`src/rtl/ifr_params.svh`:
```
/*
 * ifr_params.svh: field positions, codes, reset value and counts of the
 * if reference control word.
 * assumes: included by bare name from the rtl files; definitions only.
 */
`ifndef IFR_PARAMS_SVH
`define IFR_PARAMS_SVH
`define IFR_ADDR_MSB 2
`define IFR_ADDR_CODE 3'h1
`define IFR_DONT_CARE_BIT 3
`define IFR_RX_RST_BIT 4
`define IFR_RX_POL_BIT 5
`define IFR_RX_RATIO_LSB 6
`define IFR_RX_RATIO_MSB 15
`define IFR_SEL_LSB 16
`define IFR_SEL_MSB 19
`define IFR_TX_RST_BIT 20
`define IFR_TX_POL_BIT 21
`define IFR_TX_RATIO_LSB 22
`define IFR_TX_RATIO_MSB 31
`define IFR_WORD_RESET 32'h0000_0000
`define IFR_RATIO_MIN 10'h002
`define IFR_LOCK_QUAL_CYCLES 5
`define IFR_SEL_DIGITAL 4'h0
`define IFR_SEL_ANALOG 4'h1
`define IFR_SEL_RX_REF 4'h8
`define IFR_SEL_RX_FB 4'h9
`define IFR_SEL_TX_REF 4'ha
`define IFR_SEL_TX_FB 4'hb
`define IFR_SEL_RF_REF 4'hc
`define IFR_SEL_RF_FB 4'hd
`define IFR_SEL_RF_FASTLOCK 4'he
`define IFR_SEL_RF_TEST 4'hf
`endif

```
`src/rtl/ifr_pkg.sv`:
```
/*
 * ifr_pkg: types shared by the if reference control block.
 * assumes: compiled before the modules that use it.
 */
package ifr_pkg;
   typedef enum logic {IFR_SEEK, IFR_LOCKED} ifr_lock_e;
   typedef logic [3:0] ifr_sel_t;
endpackage

```
`src/rtl/ifr_ctrl.sv`:
```
/*
 * ifr_ctrl: serial loaded if reference control word, rx and tx reference
 * dividers with lock filters, and the multiplexed lock pin.
 * assumes: serial clock, data, strobe, reference and comparator inputs are
 * pins and get synchronised; n counter, rf taps and powerdowns come from
 * logic on clk_in.
 */
//
// Overview of operation
// (RQ1) address 001 plus strobe rise loads word
// (RQ2) 10-bit ratios divide by value, 2..1023
// (RQ3) bit above address is ignored
// (RQ4) data bit 18 sets tx polarity
// (RQ5) data bit 17 holds tx counters reset
// (RQ6) data bits 16..13 pick lock pin source
// (RQ7) codes 0, 1: digital, analog lock, open-drain
// (RQ8) lock is AND of active plls
// (RQ9) codes 1000..1110 drive counter taps, cmos
// (RQ10) host never programs code 1111
// (RQ11) lock after five cycles under 15 ns
// (RQ12) locked window 30 ns, exceeding it unlocks
// (RQ13) powered down pll reads as locked
// (RQ14) data bit 2 sets rx polarity
// (RQ15) data bit 1 holds rx counters reset
// (RQ16) shift layout: address, x, rx, selector, tx
// (RQ17) error before lock restarts the count
`timescale 1ns/1ps
`default_nettype none
`include "ifr_params.svh"
module ifr_ctrl #(
   parameter int RATIO_W = 10
) (
   // clock and reset
   input wire logic clk_in,
   input wire logic rst_n_in,
   // serial link pins
   input wire logic ser_clk_in,
   input wire logic ser_data_in,
   input wire logic load_strobe_in,
   // reference and delay comparator pins
   input wire logic ref_osc_in,
   input wire logic rx_err_over_entry_in,
   input wire logic rx_err_over_hold_in,
   input wire logic tx_err_over_entry_in,
   input wire logic tx_err_over_hold_in,
   input wire logic analog_lock_in,
   // neighbour logic
   input wire logic rx_pwdn_in,
   input wire logic tx_pwdn_in,
   input wire logic rf_pwdn_in,
   input wire logic rf_lock_in,
   input wire logic rx_fb_tap_in,
   input wire logic tx_fb_tap_in,
   input wire logic rf_ref_tap_in,
   input wire logic rf_fb_tap_in,
   input wire logic rf_fastlock_tap_in,
   // control outputs
   output logic [RATIO_W-1:0] rx_ref_divider_ratio_out,
   output logic [RATIO_W-1:0] tx_ref_divider_ratio_out,
   output logic rx_detector_polarity_out,
   output logic tx_detector_polarity_out,
   output logic rx_cnt_reset_out,
   output logic tx_cnt_reset_out,
   output logic rx_ref_tap_out,
   output logic tx_ref_tap_out,
   // multiplexed lock pin
   output logic lock_pin_out,
   output logic lock_pin_oe_out
);
   localparam int NPIN = 9;
   logic [NPIN-1:0] pin_raw, s1_r, s2_r, s3_r;
   logic [31:0] sr_r, sr_nxt, word_r, word_nxt;
   logic ser_rise, strobe_rise, ref_rise;
   logic [1:0] ch_tap, ch_lock, ch_rst, ch_pwdn, ch_entry, ch_hold;
   logic [RATIO_W-1:0] ch_ratio [2];
   ifr_pkg::ifr_sel_t lock_pin_selector;
   logic lock_all, pin_nxt, oe_nxt;

   assign pin_raw = {analog_lock_in, tx_err_over_hold_in,
      tx_err_over_entry_in, rx_err_over_hold_in, rx_err_over_entry_in,
      ref_osc_in, load_strobe_in, ser_data_in, ser_clk_in};

   // two-stage synchronisers, third stage only for edge finding
   always_ff @(posedge clk_in)
   begin
      if (!rst_n_in)
      begin
         s1_r <= '0;
         s2_r <= '0;
         s3_r <= '0;
      end
      else
      begin
         s1_r <= pin_raw;
         s2_r <= s1_r;
         s3_r <= s2_r;
      end
   end

   assign ser_rise = s2_r[0] && !s3_r[0];
   assign strobe_rise = s2_r[2] && !s3_r[2];
   assign ref_rise = s2_r[3] && !s3_r[3];

   // shift register and word load
   always_comb
   begin
      sr_nxt = sr_r;
      word_nxt = word_r;
      if (ser_rise)
         sr_nxt = {sr_r[30:0], s2_r[1]};
      if (strobe_rise && sr_r[`IFR_ADDR_MSB:0] == `IFR_ADDR_CODE) // RQ1
      begin
         word_nxt = sr_r; // RQ16
         word_nxt[`IFR_DONT_CARE_BIT] = 1'b0; // RQ3
      end
   end

   always_ff @(posedge clk_in)
   begin
      if (!rst_n_in)
      begin
         sr_r <= 32'h0000_0000;
         word_r <= `IFR_WORD_RESET;
      end
      else
      begin
         sr_r <= sr_nxt;
         word_r <= word_nxt;
      end
   end

   assign lock_pin_selector = word_r[`IFR_SEL_MSB:`IFR_SEL_LSB]; // RQ6
   assign ch_ratio[0] = word_r[`IFR_RX_RATIO_MSB:`IFR_RX_RATIO_LSB];
   assign ch_ratio[1] = word_r[`IFR_TX_RATIO_MSB:`IFR_TX_RATIO_LSB];
   assign ch_rst = {word_r[`IFR_TX_RST_BIT], word_r[`IFR_RX_RST_BIT]};
   assign ch_pwdn = {tx_pwdn_in, rx_pwdn_in};
   assign ch_entry = {s2_r[6], s2_r[4]};
   assign ch_hold = {s2_r[7], s2_r[5]};

   // rx is channel 0, tx is channel 1
   generate
      for (genvar i = 0; i < 2; i++)
      begin : g_ch
         ifr_pll_channel #(
            .RATIO_W(RATIO_W)
         ) u_ch (
            .clk_in(clk_in),
            .rst_n_in(rst_n_in),
            .ref_edge_in(ref_rise),
            .ratio_in(ch_ratio[i]),
            .cnt_reset_in(ch_rst[i]),
            .pwdn_in(ch_pwdn[i]),
            .err_over_entry_in(ch_entry[i]),
            .err_over_hold_in(ch_hold[i]),
            .ref_tap_out(ch_tap[i]),
            .lock_out(ch_lock[i])
         );
      end
   endgenerate

   // powered down channels already read high
   assign lock_all = &ch_lock && (rf_pwdn_in || rf_lock_in); // RQ8

   always_comb
   begin
      pin_nxt = 1'b0;
      oe_nxt = 1'b0;
      unique case (lock_pin_selector)
         `IFR_SEL_DIGITAL: oe_nxt = !lock_all; // RQ7
         `IFR_SEL_ANALOG: oe_nxt = !s2_r[8]; // RQ7
         `IFR_SEL_RX_REF: {oe_nxt, pin_nxt} = {1'b1, ch_tap[0]}; // RQ9
         `IFR_SEL_RX_FB: {oe_nxt, pin_nxt} = {1'b1, rx_fb_tap_in};
         `IFR_SEL_TX_REF: {oe_nxt, pin_nxt} = {1'b1, ch_tap[1]};
         `IFR_SEL_TX_FB: {oe_nxt, pin_nxt} = {1'b1, tx_fb_tap_in};
         `IFR_SEL_RF_REF: {oe_nxt, pin_nxt} = {1'b1, rf_ref_tap_in};
         `IFR_SEL_RF_FB: {oe_nxt, pin_nxt} = {1'b1, rf_fb_tap_in};
         `IFR_SEL_RF_FASTLOCK:
            {oe_nxt, pin_nxt} = {1'b1, rf_fastlock_tap_in};
         // factory test and unused codes release the pin
         `IFR_SEL_RF_TEST: oe_nxt = 1'b0; // RQ10
         default: oe_nxt = 1'b0;
      endcase
   end

   always_ff @(posedge clk_in)
   begin
      if (!rst_n_in)
      begin
         rx_ref_divider_ratio_out <= '0;
         tx_ref_divider_ratio_out <= '0;
         rx_detector_polarity_out <= 1'b0;
         tx_detector_polarity_out <= 1'b0;
         rx_cnt_reset_out <= 1'b0;
         tx_cnt_reset_out <= 1'b0;
         rx_ref_tap_out <= 1'b0;
         tx_ref_tap_out <= 1'b0;
         lock_pin_out <= 1'b0;
         lock_pin_oe_out <= 1'b0;
      end
      else
      begin
         rx_ref_divider_ratio_out <= ch_ratio[0];
         tx_ref_divider_ratio_out <= ch_ratio[1];
         rx_detector_polarity_out <= word_r[`IFR_RX_POL_BIT]; // RQ14
         tx_detector_polarity_out <= word_r[`IFR_TX_POL_BIT]; // RQ4
         rx_cnt_reset_out <= word_r[`IFR_RX_RST_BIT]; // RQ15
         tx_cnt_reset_out <= word_r[`IFR_TX_RST_BIT]; // RQ5
         rx_ref_tap_out <= ch_tap[0];
         tx_ref_tap_out <= ch_tap[1];
         lock_pin_out <= pin_nxt;
         lock_pin_oe_out <= oe_nxt;
      end
   end

   a_load_match: assert property (@(posedge clk_in) disable iff (!rst_n_in)
      strobe_rise && sr_r[2:0] == `IFR_ADDR_CODE
      |=> word_r[31:4] == $past(sr_r[31:4])) // RQ1
      else $error("word not loaded on matching address");
   a_load_other: assert property (@(posedge clk_in) disable iff (!rst_n_in)
      strobe_rise && sr_r[2:0] != `IFR_ADDR_CODE |=> $stable(word_r)) // RQ1
      else $error("word changed on foreign address");
   a_dont_care: assert property (@(posedge clk_in) disable iff (!rst_n_in)
      !word_r[`IFR_DONT_CARE_BIT]) // RQ3
      else $error("ignored bit reached the word");
   a_pol_tx: assert property (@(posedge clk_in) disable iff (!rst_n_in)
      $changed(word_r[21]) |=> tx_detector_polarity_out == $past(word_r[21]))
      // RQ4
      else $error("tx polarity does not follow word");
   a_tx_rst_hold: assert property (@(posedge clk_in) disable iff (!rst_n_in)
      word_r[`IFR_TX_RST_BIT] [*2] |-> !ch_tap[1]) // RQ5
      else $error("tx divider runs under reset");
   a_rx_rst_hold: assert property (@(posedge clk_in) disable iff (!rst_n_in)
      word_r[`IFR_RX_RST_BIT] [*2] |-> !ch_tap[0] && rx_cnt_reset_out) // RQ15
      else $error("rx divider runs under reset");
   a_pin_digital: assert property (@(posedge clk_in) disable iff (!rst_n_in)
      lock_pin_selector == `IFR_SEL_DIGITAL
      |=> !lock_pin_out && lock_pin_oe_out == !$past(lock_all)) // RQ7 RQ8
      else $error("digital lock pin wrong");
   a_pin_cmos: assert property (@(posedge clk_in) disable iff (!rst_n_in)
      lock_pin_selector == `IFR_SEL_TX_REF
      |=> lock_pin_oe_out && lock_pin_out == $past(ch_tap[1])) // RQ9
      else $error("counter tap not on pin");
   a_pin_release: assert property (@(posedge clk_in) disable iff (!rst_n_in)
      lock_pin_selector inside {4'h2, 4'h7, `IFR_SEL_RF_TEST}
      |=> !lock_pin_oe_out) // RQ6
      else $error("pin driven on unused code");
   c_load: cover property (@(posedge clk_in) disable iff (!rst_n_in)
      strobe_rise && sr_r[2:0] == `IFR_ADDR_CODE);
   c_cmos: cover property (@(posedge clk_in) disable iff (!rst_n_in)
      lock_pin_oe_out && lock_pin_out);
   c_all_lock: cover property (@(posedge clk_in) disable iff (!rst_n_in)
      !lock_all ##1 lock_all);
endmodule
`default_nettype wire

```
`src/rtl/ifr_pll_channel.sv`:
```
/*
 * ifr_pll_channel: one if reference divider with its digital lock filter.
 * assumes: ref_edge_in is a one-cycle pulse per reference input edge, the
 * error flags come already synchronised from the delay comparators.
 */
`timescale 1ns/1ps
`default_nettype none
`include "ifr_params.svh"
module ifr_pll_channel #(
   parameter int RATIO_W = 10,
   parameter logic [2:0] QUAL = 3'(`IFR_LOCK_QUAL_CYCLES)
) (
   // clock and reset
   input wire logic clk_in,
   input wire logic rst_n_in,
   // control
   input wire logic ref_edge_in,
   input wire logic [RATIO_W-1:0] ratio_in,
   input wire logic cnt_reset_in,
   input wire logic pwdn_in,
   input wire logic err_over_entry_in,
   input wire logic err_over_hold_in,
   // results
   output logic ref_tap_out,
   output logic lock_out
);
   logic [RATIO_W-1:0] cnt_r, cnt_nxt;
   logic [2:0] qual_r, qual_nxt;
   ifr_pkg::ifr_lock_e st_r, st_nxt;
   logic tap_nxt, lock_nxt, hold, tick;

   always_comb
   begin
      cnt_nxt = cnt_r;
      qual_nxt = qual_r;
      st_nxt = st_r;
      hold = cnt_reset_in || (ratio_in < RATIO_W'(`IFR_RATIO_MIN));
      tick = 1'b0;
      if (hold)
      begin
         cnt_nxt = '0; // RQ5 RQ15
      end
      else if (ref_edge_in)
      begin
         // divide by plain binary ratio
         tick = (cnt_r == RATIO_W'(1)); // RQ2
         if (cnt_r == '0)
            cnt_nxt = ratio_in - RATIO_W'(1);
         else
            cnt_nxt = cnt_r - RATIO_W'(1);
      end
      if (pwdn_in)
      begin
         st_nxt = ifr_pkg::IFR_SEEK;
         qual_nxt = 3'h0;
      end
      else if (tick)
      begin
         unique case (st_r)
            ifr_pkg::IFR_SEEK:
            begin
               if (err_over_entry_in)
                  qual_nxt = 3'h0; // RQ17
               else if (qual_r == QUAL - 3'h1)
               begin
                  st_nxt = ifr_pkg::IFR_LOCKED; // RQ11
                  qual_nxt = 3'h0;
               end
               else
                  qual_nxt = qual_r + 3'h1;
            end
            ifr_pkg::IFR_LOCKED:
            begin
               if (err_over_hold_in)
                  st_nxt = ifr_pkg::IFR_SEEK; // RQ12
            end
         endcase
      end
      tap_nxt = !hold && (cnt_nxt == '0);
      lock_nxt = pwdn_in || (st_nxt == ifr_pkg::IFR_LOCKED); // RQ13
   end

   always_ff @(posedge clk_in)
   begin
      if (!rst_n_in)
      begin
         cnt_r <= '0;
         qual_r <= 3'h0;
         st_r <= ifr_pkg::IFR_SEEK;
         ref_tap_out <= 1'b0;
         lock_out <= 1'b0;
      end
      else
      begin
         cnt_r <= cnt_nxt;
         qual_r <= qual_nxt;
         st_r <= st_nxt;
         ref_tap_out <= tap_nxt;
         lock_out <= lock_nxt;
      end
   end

   a_pwdn_high: assert property (@(posedge clk_in) disable iff (!rst_n_in)
      pwdn_in |=> lock_out) // RQ13
      else $error("lock not forced high in powerdown");
   a_qual_five: assert property (@(posedge clk_in) disable iff (!rst_n_in)
      (st_r == ifr_pkg::IFR_SEEK) ##1 (st_r == ifr_pkg::IFR_LOCKED)
      |-> $past(qual_r) == QUAL - 3'h1) // RQ11
      else $error("lock entered before five clean cycles");
   a_unlock_wide: assert property (@(posedge clk_in) disable iff (!rst_n_in)
      st_r == ifr_pkg::IFR_LOCKED && tick && err_over_hold_in && !pwdn_in
      |=> !lock_out) // RQ12
      else $error("lock kept past wide window");
   a_qual_restart: assert property (@(posedge clk_in) disable iff (!rst_n_in)
      st_r == ifr_pkg::IFR_SEEK && tick && err_over_entry_in && !pwdn_in
      |=> qual_r == 3'h0 && !lock_out) // RQ17
      else $error("qualification not restarted");
   a_div_hold: assert property (@(posedge clk_in) disable iff (!rst_n_in)
      hold |=> cnt_r == '0 && !ref_tap_out) // RQ2
      else $error("divider runs with illegal ratio or reset");
   c_lock_gain: cover property (@(posedge clk_in) disable iff (!rst_n_in)
      !pwdn_in && st_r == ifr_pkg::IFR_SEEK ##1 st_r == ifr_pkg::IFR_LOCKED);
endmodule
`default_nettype wire

```
`config.mk`:
```
export PLATFORM = sky130hd
export DESIGN_NAME = ifr_ctrl
export DESIGN_NICKNAME = d
export VERILOG_FILES = /design/src/rtl/ifr_pkg.sv /design/src/rtl/ifr_ctrl.sv /design/src/rtl/ifr_pll_channel.sv
export VERILOG_INCLUDE_DIRS = /design/src /design/src/rtl
export SDC_FILE = /design/constraint.sdc
export NUM_CORES = 1
export LEC_CHECK = 0
export BUFFER_PORTS_ARGS = -buffer_cell sky130_fd_sc_hd__buf_2
export CAP_MARGIN = 15
export CORE_MARGIN = 2
export CORE_UTILIZATION = 50
export CTS_CLUSTER_SIZE = 30
export DETAILED_ROUTE_END_ITERATION = 6
export GPL_ROUTABILITY_DRIVEN = 0
export GPL_TIMING_DRIVEN = 1
export PLACE_DENSITY = 0.72
export SKIP_CTS_REPAIR_TIMING = 1
export SYNTH_ARGS = -nofsm -noshare
export SYNTH_HDL_FRONTEND = slang
export SYNTH_SLANG_ARGS = --single-unit
export TNS_END_PERCENT = 1
```
`constraint.sdc`:
```
create_clock -name clk_in -period 2.3 [get_ports clk_in]
set_input_delay 0.46 -clock clk_in [delete_from_list [all_inputs] [get_ports clk_in]]
set_output_delay 0.46 -clock clk_in [all_outputs]
set_load 0.02 [all_outputs]
```
# After elaboration in Yosys (flattened, before gate mapping)
# Index checks and enable logic that the tools add are counted.
# totals
reg_bits	145
inputBits	20
wordCells	107
# op_classes
add_sub_neg	6
order_cmp	2
n_eq_ne	13
n_mux	28
bitwise	3
n_reduce_logical	30
# op_table
op	n
$mux 10	6
$logic_not 10->1	4
$sub 10x1->10 const B	4
$eq 4x4->1 const B	7
$eq 10x1->1 const B	2
$lt 10x2->1 const B	2
$mux 1	14
$mux 3	4
$logic_and 1x1->1	7
$logic_not 1->1	7
$pmux 1 s7	1
$reduce_or 7->1	1
$add 3x1->3 const B	2
$eq 3x3->1 const B	2
$reduce_and 2->1	3
$logic_or 1x1->1	5
$eq 4x1->1 const B	1
$logic_not 4->1	1
$pmux 1 s2	2
$reduce_or 2->1	2
$eq 3x1->1 const B	1
$not 1->1	3
$pmux 1 s3	1

# Longest topological paths before layout
# Gate-level depths: netlist of run 1.
# depth
depth_word	7
ltp_mapped	9

# By module
# Synthesis of run 1 repeated with hierarchy kept, for this count alone.
# hier_totals
hier_cells	647
area_unflattened_um2	5768.0
# modules_own_cells
module	instances	cells_each	area_per_inst_um2	seq_area_each_um2
ifr_ctrl	1	383	3598.5	2182.1
ifr_pll_channel	2	132	1084.8	320.3

# Worst setup path after synthesis of run 1
# OpenSTA, ideal clock, no wires.
# synth_path
path_type	reg-to-reg
startpoint	reg g_ch[1].u_ch.cnt_r[0]
endpoint	reg g_ch[1].u_ch.ref_tap_out
arrival_time_ns	1.992
setup_slack_ns	0.220
path_stages_with_launch	10
period_less_slack_ns	2.080
cell_sequence	dfxtp_1 inv_1 ha_1 clkbuf_1 nand3b_1 or4bb_1 xnor2_1 o41ai_1 a21boi_0 nor4_2
# synth_between
elab_chain_cells	6
word_cells_on_any_way	7
classes_between	add/sub: 1; mux: 3; reduce/logical: 3
# synth_rtl
element	line	rtl
from (decl)	ifr_pll_channel.sv:27	logic [RATIO_W-1:0] cnt_r, cnt_nxt;
from (signal assigned)	ifr_pll_channel.sv:95	cnt_r <= cnt_nxt;
$sub 10x1->10 or $logic_not 10->1 (tied branches)	ifr_pll_channel.sv:50, ifr_pll_channel.sv:47	
$mux 10	ifr_pll_channel.sv:47	if (cnt_r == '0)
$mux 10 (*)	ifr_pll_channel.sv:43	else if (ref_edge_in)
$mux 10 (*)	ifr_pll_channel.sv:39	if (hold)
$logic_not 10->1 (*)	ifr_pll_channel.sv:79	tap_nxt = !hold && (cnt_nxt == '0);
$logic_and 1x1->1 (*)	ifr_pll_channel.sv:79	
to (signal assigned)	ifr_pll_channel.sv:98	ref_tap_out <= tap_nxt;
to (decl)	ifr_pll_channel.sv:24	output logic ref_tap_out,
# Mark *: on every way between the ends. The rest lies on a longest branch, timed or not.
# A chain may end at the register's enable or synchronous reset.

# Worst setup path after layout of run 1
# layout_path
startpoint	reg g_ch[1].u_ch.cnt_r[8]
endpoint	reg g_ch[1].u_ch.qual_r[2]
# layout_between
elab_chain_cells	4
# layout_rtl
element	line	rtl
$eq 10x1->1	ifr_pll_channel.sv:46	tick = (cnt_r == RATIO_W'(1));
$mux 1	ifr_pll_channel.sv:43	
$mux 1	ifr_pll_channel.sv:39	
$reduce_and 2->1 (no source line)	--	
to (signal assigned)	ifr_pll_channel.sv:96	qual_r <= qual_nxt;
to (decl)	ifr_pll_channel.sv:28	logic [2:0] qual_r, qual_nxt;
# Every way passes these cells.

==> results of run 1 <==
synthesized netlist by cell type (all sizes together), types with 3 or more instances:
cell / count
dfxtp: 141
nand2: 137
a21oi: 72
and2: 46
nor2: 38
clkbuf: 29
inv: 17
nand3: 16
o21ai: 15
nor4: 11
ha: 10
nor3: 10
xor2: 10
or3: 9
a31oi: 7
nand2b: 7
nor2b: 7
or4: 6
nand3b: 5
xnor2: 5
nand4b: 4
a32oi: 3
mux2i: 3
nand4: 3
o211ai: 3
o31ai: 3
o41ai: 3
or2: 3
or3b: 3
worst register-to-register path: cells and delay by family (launching register included):
family | cells | cell delay [ns]
buf+inv | 1 | 0.18
flops | 1 | 0.37
compound gates | 1 | 0.14
simple gates | 5 | 1.40
flip-flops by register name (all words and copies together) (netlist names):
signal and cells:
sr_r 32, word_r 28, g_ch.u_ch.cnt_r 20, rx_ref_divider_ratio_out 10, tx_ref_divider_ratio_out 10, s1_r 9
s2_r 9, g_ch.u_ch.qual_r 6, s3_r 3, g_ch.u_ch.lock_out 2, g_ch.u_ch.ref_tap_out 2, g_ch.u_ch.st_r 2
lock_pin_oe_out 1, lock_pin_out 1, rx_cnt_reset_out 1, rx_detector_polarity_out 1, rx_ref_tap_out 1, tx_cnt_reset_out 1
tx_detector_polarity_out 1, tx_ref_tap_out 1
logic make-up (layout without fill, tap and decap cells):
| group | Yosys count | count (layout) | share of synthesized area, % |
|---|---|---|---|
| and+or+nand+nor | 314 | 314 | 28.4 |
| AOI/OAI and AO/OA | 123 | 123 | 12.9 |
| DFF | 141 | 141 | 49.9 |
| muxes | 4 | 4 | 0.929 |
| adders and majority gates | 10 | 10 | 2.21 |
| buffers and inverters | 49 | 114 | 3.40 |
| xor gates and xnor gates | 15 | 15 | 2.32 |
final cells by class:
class                   count  share of cell area [%]
inverters                  18                    1.01
well taps                 140                    2.61
flip-flops and latches    141                    42.0
clock inverters            10                    1.71
multi-input cells         466                    40.1
clock buffers              22                    6.91
repair buffers             64                    5.59
how the worst max path moves through the flow:
| stage | from | to | slack [ns] | cells past startpoint |
|---|---|---|---|---|
| 6_report | g_ch[1].u_ch.cnt_r[8]$_SDFF_PN0_ | g_ch[1].u_ch.qual_r[2]$_SDFFE_PP0P_ | 0.13 | 7 |
| 3_5_place_dp | g_ch[1].u_ch.cnt_r[0]$_SDFF_PN0_ | g_ch[1].u_ch.ref_tap_out$_SDFF_PN0_ | 0.11 | 8 |
| 4_1_cts | g_ch[1].u_ch.cnt_r[0]$_SDFF_PN0_ | g_ch[1].u_ch.ref_tap_out$_SDFF_PN0_ | 0.08 | 8 |
| 5_1_grt | g_ch[1].u_ch.cnt_r[4]$_SDFF_PN0_ | g_ch[1].u_ch.ref_tap_out$_SDFF_PN0_ | -0.01 | 6 |
| 2_1_floorplan | g_ch[1].u_ch.cnt_r[0]$_SDFF_PN0_ | g_ch[1].u_ch.ref_tap_out$_SDFF_PN0_ | 0.22 | 9 |
| 3_3_place_gp | word_r[22]$_SDFFE_PN0P_ | g_ch[1].u_ch.ref_tap_out$_SDFF_PN0_ | 0.19 | 8 |
placed cells by master (no fill, tap or decap), types with 4 or more instances in the layout:
| cell | netlist | final |
|---|---|---|
| a31oi_1 | 7 | 7 |
| xor2_1 | 10 | 10 |
| nand2b_1 | 6 | 6 |
| or3_1 | 9 | 9 |
| or4_1 | 5 | 5 |
| nor4_1 | 7 | 7 |
| nor2_1 | 38 | 38 |
| o21ai_0 | 14 | 13 |
| clkbuf_16 | 0 | 17 |
| ha_1 | 10 | 9 |
| nor3_1 | 9 | 8 |
| nand3_1 | 15 | 15 |
| and2_1 | 46 | 46 |
| xnor2_1 | 5 | 5 |
| inv_1 | 17 | 16 |
| dfxtp_1 | 141 | 141 |
| nand4b_1 | 4 | 4 |
| a21oi_1 | 72 | 72 |
| buf_4 | 0 | 16 |
| nand3b_1 | 5 | 5 |
| nand2_1 | 137 | 137 |
| buf_2 | 0 | 47 |
| nor2b_1 | 7 | 5 |
per-stage QoR:
| step | utilization, % | area, um^2 | setup WS, ns |
|---|---|---|---|
| after floorplan | - | 5660 | 0.220 |
| after global placement | 55.5 | 6060 | 0.187 |
| after detailed placement | 55.5 | 6060 | 0.107 |
| after CTS | 60.8 | 6640 | 0.0824 |
| after global routing | 61.4 | 6710 | -0.0145 |
| final | 61.4 | 6710 | 0.132 |
power by group:
part	switching, W	internal, W
Combinational	0.0000827	0.0000520
Sequential	0.00000707	0.00246
Clock	0.000999	0.00165
routing by layer:
metal  GRT usage, %  share of wire [%]  up-vias
met5              0                  0        -
met4           10.1                2.8        0
met3           5.11                4.6       35
met2           32.9                 48      124
met1           27.0                 44     2243
li1               -                  -     2347
==> flow_summary.yaml, run 1 <==
run_status:
  outcome: "finished clean"
grt:
  grt_overflow: 0
  antenna_found_initial: 0
  first_global_vias: 4330
  grt_pass1_wl_um: 19900
  grt_max_degree: 69
  grt_usage_pct: 21.0
setup_path:
  crit_arrival_ns: 2.51
  r2r-end: "g_ch[1].u_ch.qual_r[2]$_SDFFE_PP0P_"
  reg2reg_from: "g_ch[1].u_ch.cnt_r[8]$_SDFF_PN0_"
  critical_path_class: "reg -> reg"
  critPathBufInv: 1
  cp_slowest_cell: "or4b_1"
  start_kind: "flop"
  cp_max_fo: 6
  critPathMaxStageDelay_ns: 0.50
  cp-end-kind: "flop"
  reg2reg_depth: 7
  regToRegSetupSlack_ns: 0.13
  critPathTopFamily: "simple AND/OR/NAND/NOR gates"
  cp.required_ns: 2.65
  worstPathCellList: "nor4_4 > buf_4 > and2_1 > and4_4 > nand2b_2 > or4b_1 > a21oi_1"
finish:
  nFillCells: 932
  multi_input_area_mm2: 0.00269
  insertedDiodeCount: 0
  stdcell_count: 861
  area_growth_pct: 18.6
  regArea_mm2: 0.00282
  drive_gt1_share_pct: 16.5
  layout.nets: 738
sta:
  setup_viol: 0
  fin_crit_ns: 2.17
  hold_ws_ns: 0.251
  fin_skew_ns: 0.00648
  timing.fmax_mhz: 461
  hold_violations: 0
  slew_viol_final: 0
  setup_tns_ns: 0
  tightest_slew_ns: 0.842
  timing.slew.headroom_pct: 43.3
  period_share_pct: 94.3
synthesis:
  synth_edf_count: 0
  syn_inst: 656
  synth_area_per_cell_um2: 8.63
  synth_area_leader_cell: "dfxtp_1"
  synth-seq-cells: 141
  synthArstFlopShare_pct: 0
  synth.net_count: 686
  synth.top_cell.area_share_pct: 49.9
  yosys_warnings: 0
  ys_seq_area_share_pct: 49.9
  synth_ff_type: "dfxtp_1"
  ys_top_cells_by_area: "dfxtp_1, nand2_1, a21oi_1"
  syn_area_mm2: 0.00566
  synth_cell_types: 65
routing:
  post_drt_via_cell_ratio: 5.52
  drt_iter0_markers: 277
  dr_total_vias: 4749
  postRouteWirelength_um: 12300
  first_pass_iters: 5
  ant_nets: 0
  drcViolationCount: 0
  wl_per_cell_um: 14.3
clock_tree:
  clkLatencyLatePin_ns: 0.41
  h-tree-depth: 4
  clk_path_buf_depth: 2
  numCtsBuffers: 17
  root_buffer: "clkbuf_16"
  clkSlewWorstSetupHoldPaths_ns: 0.06
  cts.sinks: 141
  cts_tree: "done"
worst_hold_path:
  holdPathStages: 2
  hold_class: "in -> reg"
  hold_end: "s1_r[1]$_SDFF_PN0_"
  hp-start: "ser_data_in"
die:
  die-area_mm2: 0.0122
  start_util_pct: 51.8
  fp.dieW_um: 110
  fp-row-count: 38
  die_y_um: 110
  io-pin-count: 48
  core-area_mm2: 0.0109
power:
  vdd_drop_max_mv: 0.403
  p_leak_nw: 2.56
  power_w: 0.00525
  power.density_mw_per_mm2: 782
placed_design:
  portBuffers: 47
  dp_hpwl_um: 8400
  dpl.cell_count: 826
run:
  drv_cap: 0
Power figures use the tool's default switching activity.
==> inputs of run 2 (changes only) <==
--- a/config.mk
+++ b/config.mk
@@ -6,6 +6,7 @@
 export SDC_FILE = /design/constraint.sdc
 export NUM_CORES = 1
 export LEC_CHECK = 0
+export ABC_CLOCK_PERIOD_IN_PS = 2300
 export BUFFER_PORTS_ARGS = -buffer_cell sky130_fd_sc_hd__buf_2
 export CAP_MARGIN = 15
 export CORE_MARGIN = 2
@@ -15,6 +16,7 @@
 export GPL_ROUTABILITY_DRIVEN = 0
 export GPL_TIMING_DRIVEN = 1
 export PLACE_DENSITY = 0.72
+export RECOVER_POWER = 50
 export SKIP_CTS_REPAIR_TIMING = 1
 export SYNTH_ARGS = -nofsm -noshare
 export SYNTH_HDL_FRONTEND = slang
==> run 2 against run 1 <==
Flip-flop and latch count stayed put. Critical path depth rose by 1. Total power shrank 0.18%. Clock power about the same. Sequential share of layout area up 0.22 points. Via count up 0.76%. Cell count is the same. Sequential power hardly changed. Die area unchanged. Global-route usage stayed put. Largest cell class unchanged. Largest power group unchanged. Highest routed layer unchanged.
==> flow_summary.yaml, run 2 (synthesis gave the netlist of run 1 again) <==
run_status:
  outcome: "finished clean"
clock_tree:
  h-tree-depth: 4
  cts.sinks: 141
  numCtsBuffers: 17
  clkSlewWorstSetupHoldPaths_ns: 0.06
  clk_path_buf_depth: 2
  root_buffer: "clkbuf_16"
  clkLatencyLatePin_ns: 0.41
  cts_tree: "done"
routing:
  first_pass_iters: 5
  wl_per_cell_um: 14.3
  drcViolationCount: 0
  postRouteWirelength_um: 12300
  dr_total_vias: 4785
  ant_nets: 0
  post_drt_via_cell_ratio: 5.56
  drt_iter0_markers: 270
die:
  die_y_um: 110
  fp.dieW_um: 110
  core-area_mm2: 0.0109
  io-pin-count: 48
  die-area_mm2: 0.0122
  start_util_pct: 51.8
  fp-row-count: 38
setup_path:
  cp_max_fo: 9
  cp_slowest_cell: "or4bb_1"
  cp-end-kind: "flop"
  worstPathCellList: "inv_1 > ha_2 > nand3b_1 > or4bb_1 > xnor2_1 > o41ai_2 > a21boi_0 > nor4_2"
  critPathBufInv: 1
  critPathTopFamily: "simple AND/OR/NAND/NOR gates"
  cp.required_ns: 2.60
  start_kind: "flop"
  critical_path_class: "reg -> reg"
  cp_num_cells: 8
  crit_arrival_ns: 2.49
  critPathMaxStageDelay_ns: 0.55
  reg2reg_depth: 8
finish:
  drive_gt1_share_pct: 14.8
  insertedDiodeCount: 0
  area_growth_pct: 18.0
  top_register: "sr_r"
  final_common_cell: "dfxtp_1"
  stdcell_count: 861
  reg.largest.list: "sr_r: 32 flops, word_r: 28 flops, g_ch.u_ch.cnt_r: 20 flops"
  nFillCells: 940
  most-common-layout-cells: "dfxtp_1, nand2_1, a21oi_1"
  layout.nets: 738
  largest_register_ffs: 32
sta:
  fin_skew_ns: 0.00674
  finalWorstSetupSlack_ns: 0.108
  fin_crit_ns: 2.19
  tightest_slew_ns: 1.35
  hold_violations: 0
  timing.slew.headroom_pct: 9.88
  slew_viol_final: 0
  setup_viol: 0
  timing.fmax_mhz: 456
  period_share_pct: 95.3
grt:
  grt_usage_pct: 21.0
  antenna_found_initial: 0
  grt_max_degree: 69
  grt_overflow: 0
  grt_pass1_wl_um: 19900
  first_global_vias: 4330
placed_design:
  dp_hpwl_um: 8400
  portBuffers: 47
  pre_cts_slack_ns: 0.107
  dpl.cell_count: 826
power:
  power.density_mw_per_mm2: 785
  p_sw_w: 0.00108
  power.share.clock_pct: 50.4
  vdd_drop_max_mv: 0.403
  p_leak_nw: 2.49
  pwr-share-comb_pct: 2.5
  switching_share_pct: 20.7
  internal-power_w: 0.00416
  seq_power_share_pct: 47.1
run:
  drv_cap: 0
worst_hold_path:
  holdPathStages: 2
  hold_class: "in -> reg"
==> run 2: area by class of cell <==
cell class | count | area [um^2] | share of cell area [%]
flip-flops and latches | 141 | 2820 | 42.3
multi-input cells | 466 | 2690 | 40.3
clock buffers | 22 | 464 | 6.95
repair buffers | 64 | 340 | 5.10
well taps | 140 | 175 | 2.62
clock inverters | 10 | 115 | 1.72
inverters | 18 | 67.6 | 1.01
==> run 2: final timing paths <==
path	start	to	slack, ns
worst min-delay path	ser_data_in	s1_r[1]$_SDFF_PN0_	0.25
worst min register to register	s1_r[4]$_SDFF_PN0_	s2_r[4]$_SDFF_PN0_	0.43
worst max register to register	g_ch[1].u_ch.cnt_r[0]$_SDFF_PN0_	g_ch[1].u_ch.ref_tap_out$_SDFF_PN0_	0.11
worst max-delay path	g_ch[1].u_ch.cnt_r[0]$_SDFF_PN0_	g_ch[1].u_ch.ref_tap_out$_SDFF_PN0_	0.11
==> run 2: power groups by stage <==
stage	registers [W]	clock network [W]	logic, W
after detailed placement	0.00252	0	0.000132
after floorplan	0.00252	0	0.0000870
after CTS	0.00247	0.00268	0.000133
after global routing	0.00247	0.00280	0.000145
final	0.00247	0.00264	0.000129
after global placement	0.00252	0	0.000129
==> run 2: through the flow <==
| stage | TNS [ns] | util, % | power [W] | cell area (um^2) | hold WS [ns] |
|---|---|---|---|---|---|
| 2_1_floorplan | 0 | - | 0.00261 | 5660 | 0.412 |
| 3_3_place_gp | 0 | 55.5 | 0.00265 | 6060 | 0.414 |
| 3_5_place_dp | 0 | 55.5 | 0.00265 | 6060 | 0.421 |
| 4_1_cts | 0 | 60.8 | 0.00529 | 6640 | 0.238 |
| 5_1_grt | -0.0177 | 61.1 | 0.00541 | 6680 | 0.251 |
| 6_report | 0 | 61.1 | 0.00524 | 6680 | 0.254 |
==> run 2: routing by layer <==
layer / track usage, % / vias up / share of wire, %
met5: 0 / - / 0
met4: 10.1 / 0 / 2.9
met3: 5.11 / 39 / 4.3
met2: 32.9 / 127 / 48
met1: 27.0 / 2271 / 45
li1: - / 2348 / -
